File: config.mk
export PLATFORM = sky130hd
export DESIGN_NAME = tlirq_ctrl
export DESIGN_NICKNAME = d
export VERILOG_FILES = /design/src/tlirq_pkg.sv /design/src/tlirq_ctrl.sv
export SDC_FILE = /design/constraint.sdc
export NUM_CORES = 1
export LEC_CHECK = 0
export ABC_CLOCK_PERIOD_IN_PS = 4000
export BUFFER_PORTS_ARGS = -buffer_cell sky130_fd_sc_hd__buf_2
export CAP_MARGIN = 40
export CORE_MARGIN = 2
export CORE_UTILIZATION = 30
export CTS_CLUSTER_SIZE = 30
export DETAILED_ROUTE_END_ITERATION = 6
export SYNTH_ARGS = -nofsm -noshare
export SYNTH_HDL_FRONTEND = slang
export SYNTH_SLANG_ARGS = --single-unit
File: constraint.sdc
create_clock -name clk -period 4 [get_ports clk]
set_input_delay 0.8 -clock clk [delete_from_list [all_inputs] [get_ports clk]]
set_output_delay 0.8 -clock clk [all_outputs]
set_load 0.02 [all_outputs]
File: src/tlirq_pkg.sv
package tlirq_pkg;
  // Event group layout
  localparam int NUM_GPIO  = 12;
  localparam int NUM_REG   = 15;
  localparam int NUM_BLK   = 4;
  localparam int TEMP_W    = 10;
  localparam int NUM_GROUP = 4;
  localparam int GRP_GPIO  = 0;
  localparam int GRP_FAULT = 1;
  localparam int GRP_TEMP  = 2;
  localparam int GRP_BLK   = 3;
  localparam int EV_W      = 16;
  localparam logic [EV_W-1:0] FLAG_RESET = 16'h0000;
  localparam logic [EV_W-1:0] MASK_RESET = 16'hffff;
  localparam logic [NUM_REG-1:0] ACT_RESET = 15'h0000;

  // Host-side access to one group's flags or mask
  typedef struct packed {
    logic                    flag_wr;
    logic                    mask_wr;
    logic [1:0]              group;
    logic [EV_W-1:0]         data;
  } tlirq_access_type;

  typedef struct packed {
    logic [EV_W-1:0]         flags;
    logic [EV_W-1:0]         mask;
  } tlirq_view_type;
endpackage
File: src/tlirq_ctrl.sv
`timescale 1ns/1ps
module tlirq_ctrl
  import tlirq_pkg::*;
(
  // Clock and reset
  input  wire logic                    clk,
  input  wire logic                    rst,
  // Event sources
  input  wire logic [NUM_GPIO-1:0]     gpio_pin,
  input  wire logic [NUM_REG-1:0]      reg_overcurrent,
  input  wire logic [NUM_REG-1:0]      reg_undervolt,
  input  wire logic [TEMP_W-1:0]       temp_value,
  input  wire logic [NUM_BLK-1:0]      blk_event,
  // Programming from the host side
  input  wire logic [TEMP_W-1:0]       temp_warn_level,
  input  wire logic [NUM_REG-1:0]      fault_shutdown_en,
  input  wire tlirq_access_type        host_access,
  input  wire logic [1:0]              view_group,
  // Status
  output tlirq_view_type               view,
  output logic [NUM_GROUP-1:0]         primary,
  output logic [NUM_REG-1:0]           reg_shutdown,
  output logic                         alert_n
);

  // Refuse layouts whose groups do not fit one flag word
  if (NUM_GPIO > EV_W || NUM_REG > EV_W || NUM_BLK > EV_W) begin : g_bad_w
    $error("tlirq_ctrl: event group wider than flag word");
  end

  // Pins and analog monitors are asynchronous to clk
  logic [NUM_GPIO-1:0] gpio_s1, gpio_s2, gpio_d;
  logic [NUM_REG-1:0]  oc_s1, oc_s2, uv_s1, uv_s2;
  logic [NUM_BLK-1:0]  blk_s1, blk_s2;
  logic                temp_hot, temp_hot_d;
  // Pins may idle high; no edge until the delay line holds real samples
  logic                gpio_arm_s1, gpio_arm_s2, gpio_arm_d;

  always_ff @(posedge clk) begin
    if (rst) begin
      gpio_s1 <= '0;
      gpio_s2 <= '0;
      gpio_d  <= '0;
      oc_s1   <= '0;
      oc_s2   <= '0;
      uv_s1   <= '0;
      uv_s2   <= '0;
      blk_s1  <= '0;
      blk_s2  <= '0;
      gpio_arm_s1 <= 1'b0;
      gpio_arm_s2 <= 1'b0;
      gpio_arm_d  <= 1'b0;
    end else begin
      gpio_s1 <= gpio_pin;
      gpio_s2 <= gpio_s1;
      gpio_d  <= gpio_s2;
      oc_s1   <= reg_overcurrent;
      oc_s2   <= oc_s1;
      uv_s1   <= reg_undervolt;
      uv_s2   <= uv_s1;
      blk_s1  <= blk_event;
      blk_s2  <= blk_s1;
      gpio_arm_s1 <= 1'b1;
      gpio_arm_s2 <= gpio_arm_s1;
      gpio_arm_d  <= gpio_arm_s2;
    end
  end

  // Temperature word comes from an on-clock converter; edge only
  always_ff @(posedge clk) begin
    if (rst) begin
      temp_hot   <= 1'b0;
      temp_hot_d <= 1'b0;
    end else begin
      temp_hot   <= (temp_value >= temp_warn_level);
      temp_hot_d <= temp_hot;
    end
  end

  // Event vectors per group
  logic [EV_W-1:0] ev [NUM_GROUP];
  always_comb begin
    for (int g = 0; g < NUM_GROUP; g++) ev[g] = '0;
    ev[GRP_GPIO][NUM_GPIO-1:0]  = (gpio_s2 ^ gpio_d) &
                                  {NUM_GPIO{gpio_arm_d}};
    ev[GRP_FAULT][NUM_REG-1:0]  = oc_s2 | uv_s2;
    ev[GRP_TEMP][0]             = temp_hot & ~temp_hot_d;
    ev[GRP_BLK][NUM_BLK-1:0]    = blk_s2;
  end

  logic [EV_W-1:0] flag [NUM_GROUP];
  logic [EV_W-1:0] mask [NUM_GROUP];
  logic [EV_W-1:0] used [NUM_GROUP];

  always_comb begin
    for (int g = 0; g < NUM_GROUP; g++) used[g] = '0;
    used[GRP_GPIO][NUM_GPIO-1:0] = '1;
    used[GRP_FAULT][NUM_REG-1:0] = '1;
    used[GRP_TEMP][0]            = 1'b1;
    used[GRP_BLK][NUM_BLK-1:0]   = '1;
  end

  genvar gi;
  generate
    for (gi = 0; gi < NUM_GROUP; gi++) begin : g_grp
      logic sel;
      logic [EV_W-1:0] clr;
      assign sel = (host_access.group == 2'(gi));
      assign clr = (host_access.flag_wr && sel) ? host_access.data : '0;

      // Set wins over a simultaneous clear
      always_ff @(posedge clk) begin
        if (rst) begin
          flag[gi] <= FLAG_RESET;
        end else begin
          flag[gi] <= ((flag[gi] & ~clr) | ev[gi]) & used[gi];
        end
      end

      always_ff @(posedge clk) begin
        if (rst) begin
          mask[gi] <= MASK_RESET;
        end else if (host_access.mask_wr && sel) begin
          mask[gi] <= host_access.data;
        end
      end

      // Mask bit high blocks the flag from its primary
      assign primary[gi] = |(flag[gi] & ~mask[gi]);

    end
  endgenerate

  // Programmable fault action: latch regulator off while flag stands
  always_ff @(posedge clk) begin
    if (rst) begin
      reg_shutdown <= ACT_RESET;
    end else begin
      reg_shutdown <= flag[GRP_FAULT][NUM_REG-1:0] & fault_shutdown_en;
    end
  end

  // Read path is side-effect free
  always_ff @(posedge clk) begin
    if (rst) begin
      view <= '0;
    end else begin
      view.flags <= flag[view_group];
      view.mask  <= mask[view_group];
    end
  end

  assign alert_n = ~(|primary);
endmodule

==> results of run 1 <==
per-stage QoR:
stage / hold WS, ns / setup WS (ns)
floorplan: 0.4138 / 1.583
global placement: 0.4191 / 0.9087
detailed placement: 0.4220 / 0.8773
CTS: 0.4362 / 0.9834
global route: 0.4503 / 0.8821
finish: 0.4322 / 1.038
report_power, final:
| group | switching, mW | total [mW] | internal (mW) |
|---|---|---|---|
| registers | 0.0728 | 2.82 | 2.74 |
| logic | 0.231 | 0.418 | 0.187 |
| clock network | 0.991 | 2.64 | 1.65 |
critical path: cells and delay by family (launching register included):
kind / cells / cell delay [ns]
AND/OR/NAND/NOR: 3 / 0.86
flip-flops: 1 / 0.37
buffers and inverters: 2 / 0.32
AO/OA/AOI/OAI: 1 / 0.09
cells in the mapped netlist, drive strengths merged, types with 4 or more instances:
master,instances,area [um2]
a211oi,6,45.04
a21oi,30,150.1
a221oi,4,35.03
a22oi,9,67.56
and2,18,112.6
and3,20,125.1
buf,19,98.84
clkbuf,19,71.32
dfxtp,187,3744
edfxtp,64,1922
ha,10,125.1
inv,43,161.4
mux2i,8,80.08
mux4,17,382.9
nand2,20,75.07
nand2b,49,306.5
nand3,4,20.02
nor2,43,161.4
nor2b,109,681.9
o21ai,4,20.02
o22ai,10,62.56
o31a,10,87.58
or2,18,112.6
xor2,12,105.1
final cells by class:
class                   instances  area, um2  area share, %
clock buffers                  32      704.4          6.405
clock inverters                17      244.0          2.218
inverters                      43      161.4          1.468
multi-input cells             415       2868          26.08
flip-flops and latches        251       5665          51.51
well taps                     384      480.5          4.369
repair buffers                162      874.6          7.952
worst max path at each step:
stage / from / end / slack (ns) / cells after the start
floorplan: flag[1][5]$_SDFF_PP0_ / alert_n / 1.58 / 5
global placement: rst / mask[2][14]$_SDFFCE_PN1P_ / 0.91 / 5
detailed placement: rst / mask[3][12]$_SDFFCE_PN1P_ / 0.88 / 4
CTS: flag[1][5]$_SDFF_PP0_ / alert_n / 0.98 / 6
global route: flag[1][5]$_SDFF_PP0_ / alert_n / 0.88 / 6
finish: flag[1][5]$_SDFF_PP0_ / alert_n / 1.04 / 6
per-layer routing:
layer,vias to the layer above,GRT usage (%)
met1,2669,19.00
met5,-,0
li1,2799,-
met4,4,4.167
met2,210,21.98
met3,42,3.182
cells in the final DEF, fill, tap and decap left out, drive strengths merged, types with 2 or more instances in the layout:
cell type,n
ha,10
nor2b,109
nand3,4
o22ai,10
nand4,2
and3,20
nor4,3
a22oi,9
mux4,17
o31a,10
edfxtp,64
nor3,3
clkinv,8
nor2,43
bufinv,6
a21oi,30
mux2i,8
clkbuf,32
a211oi,6
o21ai,4
inv,45
or2,18
nand2b,49
buf,162
and2,18
nand2,20
a221oi,4
dfxtp,187
xor2,12
kinds of logic after synthesis:
logic type / after synthesis / share of synthesized area [%]
simple gates: 290 / 18.77
fa+ha+maj: 10 / 1.411
other cells: 1 / 0.04230
compound gates: 76 / 5.589
mux: 26 / 5.349
flops: 251 / 63.91
xor+xnor: 12 / 1.186
buf+inv: 81 / 3.740
flip-flops by register name (all words and copies together), names as in the netlist:
| signal | cells |
|---|---|
| gpio_d | 12 |
| gpio_arm_s2 | 1 |
| gpio_s2 | 12 |
| blk_s1 | 4 |
| temp_hot_d | 1 |
| flag | 32 |
| oc_s1 | 15 |
| gpio_s1 | 12 |
| gpio_arm_s1 | 1 |
| mask | 64 |
| gpio_arm_d | 1 |
| blk_s2 | 4 |
| oc_s2 | 15 |
| view | 31 |
| uv_s1 | 15 |
| temp_hot | 1 |
| uv_s2 | 15 |
| reg_shutdown | 15 |
==> impl_metrics.json, run 1 <==
{
  "status": "finished clean",
  "syn_nets": 862,
  "cts_tree": "done",
  "die-area_mm2": 0.03094,
  "final_core_util_pct": 38.01,
  "ys_warn_count": 0,
  "finalSetupViolCount": 0,
  "clk_latency_ns": 0.53,
  "rsz0062_at_grt": "false",
  "diodes": 0,
  "fin_cells": 1304,
  "syn-cell-area_mm2": 0.008865,
  "io_pins": 157,
  "hold_violations": 0,
  "cp_common_cell": "nor4_1",
  "max_stage_delay_ns": 0.37,
  "reg2reg_slack_ns": 2.79,
  "vias": 5724,
  "ir_drop_uv": 327.3,
  "dpl_cell_area_mm2": 0.01005,
  "worstMarginPinSlew_ns": 0.7573,
  "path_cells": "inv_1, o22ai_1, nor4_1, nand3_1, nor4_1, buf_2",
  "core_mm2": 0.02894,
  "dr.pass1.iters": 5,
  "synth-edff-count": 64,
  "crit_type": "flip-flop to output pin",
  "first_iter_violations": 392,
  "clock_sinks": 251,
  "finalCritPeriodShare_pct": 74.05,
  "layout.nets": 1015,
  "max-slew-margin-rel_pct": 49.39,
  "post_synth_inst_count": 747,
  "drive_above_1_share_pct": 26.74,
  "hpwl_mm": 15.81,
  "grt_pass1_vias": 5702,
  "grt_overflow": 0,
  "r2r-start": "flag[1][0]$_SDFF_PP0_",
  "yosysSeqAreaShare_pct": 63.91,
  "die_w_um": 175.9,
  "grt_pass1_wl_mm": 32.60,
  "final_area_mm2": 0.01100,
  "drt_wl_total_mm": 21.59,
  "n_fill_cell": 2836,
  "syn_avg_cell_area_um2": 11.87,
  "ys_types": 37,
  "max_clock_freq_mhz": 337.6,
  "hold_class": "flip-flop to flip-flop",
  "async_flop_share_pct": 0,
  "syn2layout_area_growth_pct": 24.06,
  "slowest_stage": "dfxtp_1",
  "finalPower_mw": 5.872,
  "vias_per_cell": 4.390,
  "grt_max_degree": 65,
  "finalClockSkew_ns": 0.01434,
  "port_buffers": 155,
  "post_cts_buffers": 0,
  "antenna_found_initial": 2,
  "std_cell_rows": 62,
  "die_y_um": 175.9,
  "dp.cells": 1255,
  "worstHoldPathCells": 1,
  "final_max_slew_viol_count": 0,
  "met1Wirelength_mm": 9.731,
  "required_ns": 3.20,
  "top_layer_used": "met5",
  "clockBufferDepth": 3,
  "ys.flop_type": "dfxtp_1",
  "ant_nets": 0,
  "leakage_nw": 4.585,
  "dr_wl_met2_mm": 9.632,
  "min_to": "gpio_s2[3]$_SDFF_PP0_",
  "setup_tns_ns": 0,
  "clockRootBuffer": "clkbuf_16",
  "maxCapViolCount": 0,
  "start_util_pct": 30.64,
  "ctsHtreeMaxLevel": 1,
  "ys_ff_latch": 251,
  "critPathLaunchType": "flip-flop",
  "rr_endpoint": "view[16]$_SDFF_PP0_",
  "path_clk_slew_ns": 0.06,
  "cts_resized": 0,
  "cp_max_fo": 3,
  "reg2regPathDepth": 2,
  "arrival_ns": 2.16,
  "end_kind": "output pin",
  "gp_routability_congestion": 0.8295,
  "drt-wirelength-per-cell_um": 16.56,
  "min_period_ns": 2.962,
  "wl_met3_mm": 1.608,
  "hp-start": "gpio_s1[3]$_SDFF_PP0_",
  "holdBufCountCts": 0,
  "cts_buffers": 27,
  "post-route-drc-count": 0,
  "power.density_mw_per_mm2": 533.9,
  "track_usage_pct": 13.90
}
Power figures use the tool's default switching activity.
==> run 2: changes to the inputs <==
Settings changed: ABC_CLOCK_PERIOD_IN_PS 4000 to 2400.
Clock period 4 ns to 2.4 ns, I/O delays scaled along.
==> run 2 against run 1 <==
The flow now finishes with violations (setup timing). Critical path type unchanged. Clock-buffer cell count rose by 4. Total power grew 62%. Design area is 0.15% higher. Clock skew rose by 0.00074 ns. Worst hold slack got worse by 0.28 ns. Via count rose by 3.0%. Final cell count is 1.2% higher. Register-to-register slack worse by 1.7 ns. Sequential share of layout area is 0.065 points lower. First-iteration DRC count grew 53%.
==> impl_metrics.json, run 2 (synthesized netlist as in run 1, its figures left out) <==
{
  "hold_class": "input pin to flip-flop",
  "layout.nets": 1028,
  "dr.pass1.iters": 5,
  "die_y_um": 175.9,
  "r2r-start": "mask[3][3]$_SDFFCE_PN1P_",
  "cp_max_fo": 2,
  "drive_above_1_share_pct": 28.05,
  "path_cells": "inv_1, a222oi_1, nand3_1, nor4_2, buf_4, buf_6",
  "clock_sinks": 251,
  "reg.largest.list": "mask (64), flag (32), view (31)",
  "min_period_ns": 2.489,
  "drt-wirelength-per-cell_um": 17.46,
  "port_buffers": 155,
  "grt_max_degree": 82,
  "largest_reg_flops": 64,
  "hold_ws_ns": 0.1532,
  "cts_buffers": 27,
  "top_register": "mask",
  "dp.cells": 1268,
  "startpoint": "mask[1][11]$_SDFFCE_PN1P_",
  "die-area_mm2": 0.03094,
  "end_kind": "output pin",
  "cts_tree": "done",
  "grt_pass1_vias": 5982,
  "ir_drop_uv": 442.7,
  "seqCellArea_mm2": 0.005667,
  "final_core_util_pct": 38.07,
  "clockBufferDepth": 3,
  "finalSetupViolCount": 1,
  "crit_family": "compound AO/OA/AOI/OAI gates",
  "syn2layout_area_growth_pct": 24.25,
  "post-route-drc-count": 0,
  "first_iter_violations": 598,
  "max_stage_delay_ns": 0.42,
  "hpwl_mm": 16.55,
  "hold_violations": 0,
  "slowest_stage": "a222oi_1",
  "power.density_mw_per_mm2": 861.1,
  "antenna_found_initial": 1,
  "rsz0062_at_grt": "true",
  "arrival_ns": 2.01,
  "drt_wl_total_mm": 23.03,
  "cp.buffers_inverters": 3,
  "vias_per_cell": 4.469,
  "critPathLaunchType": "flip-flop",
  "vias": 5895,
  "gp_routability_congestion": 0.8314,
  "clockRootBuffer": "clkbuf_16",
  "required_ns": 1.92,
  "status": "finished, violations left",
  "fin_cells": 1319,
  "track_usage_pct": 14.80,
  "post_cts_buffers": 0,
  "fin_ws_ns": -0.08929,
  "crit_type": "flip-flop to output pin",
  "final_max_slew_viol_count": 0,
  "start_util_pct": 30.64,
  "die_w_um": 175.9,
  "grt_overflow": 0,
  "maxCapViolCount": 0,
  "final_common_cell": "dfxtp_1",
  "path_clk_slew_ns": 0.06,
  "violations": "setup timing",
  "clk_latency_ns": 0.54,
  "io_pins": 157,
  "finalCritPeriodShare_pct": 103.7,
  "grt_pass1_wl_mm": 34.72,
  "post-place-ws_ns": 0.3732,
  "n_fill_cell": 2854,
  "worstMarginPinSlew_ns": 0.8287,
  "setup_tns_ns": -0.08929,
  "finalClockSkew_ns": 0.01508,
  "leakage_nw": 4.613,
  "layout_common_cells": "186 x dfxtp_1, 153 x buf_2, 109 x nor2b_1, 64 x edfxtp_1, 49 x nand2b_1",
  "multi_input_area_mm2": 0.002880,
  "max-slew-margin-rel_pct": 44.75,
  "hp-start": "reg_overcurrent[8]",
  "ctsHtreeMaxLevel": 1,
  "max_clock_freq_mhz": 401.7,
  "ant_nets": 0,
  "std_cell_rows": 62,
  "core_mm2": 0.02894
}
## run 2: final timing paths
| path | endpoint | slack [ns] | cells after the start |
|---|---|---|---|
| worst min register to register | gpio_arm_s2$_SDFF_PP0_ | 0.43 | 1 |
| worst max-delay path | alert_n | -0.09 | 6 |
| worst min-delay path | oc_s1[8]$_SDFF_PP0_ | 0.15 | 2 |
| worst max register to register | view[3]$_SDFF_PP0_ | 1.13 | 2 |
## run 2: per-stage QoR
stage	area, um2	power [mW]
2_1_floorplan	8865	5.160
3_3_place_gp	10120	5.510
5_1_grt	11010	9.847
6_report	11010	9.484
3_5_place_dp	10120	5.519
4_1_cts	11000	9.589
## run 2: power by group
group / internal (mW) / leakage [nW] / switching, mW
registers: 4.57 / 2.17 / 0.100
clock network: 2.36 / 0.438 / 1.70
logic: 0.333 / 2.01 / 0.428
## run 2: repair_timing
item / in CTS / in global routing
hold buffers: 0 / 0
endpoints found under the setup margin: 1 / 1
pin swaps: 1 / 1
gates resized for setup: 3 / 3
## run 2: worst reg2reg max path, delay by kind of cell, from the launching register on
kind          cells  cell delay (ns)
simple gates      1             0.18
flops             1             0.43
mux               1             0.55
## run 2: area by class of cell
class | instances | area share [%]
flip-flops and latches | 251 | 51.45
multi-input cells | 415 | 26.15
repair buffers | 175 | 8.599
clock buffers | 36 | 6.907
well taps | 384 | 4.362
inverters | 43 | 1.465
clock inverters | 14 | 1.045
diodes | 1 | 0.02272
## run 2: layer usage
layer	vias up	GRT usage (%)	wire, um
met1	2788	20.72	10620
met4	0	4.477	626
met5	-	0	0
li1	2830	-	-
met3	48	2.727	1713
met2	229	23.31	10070
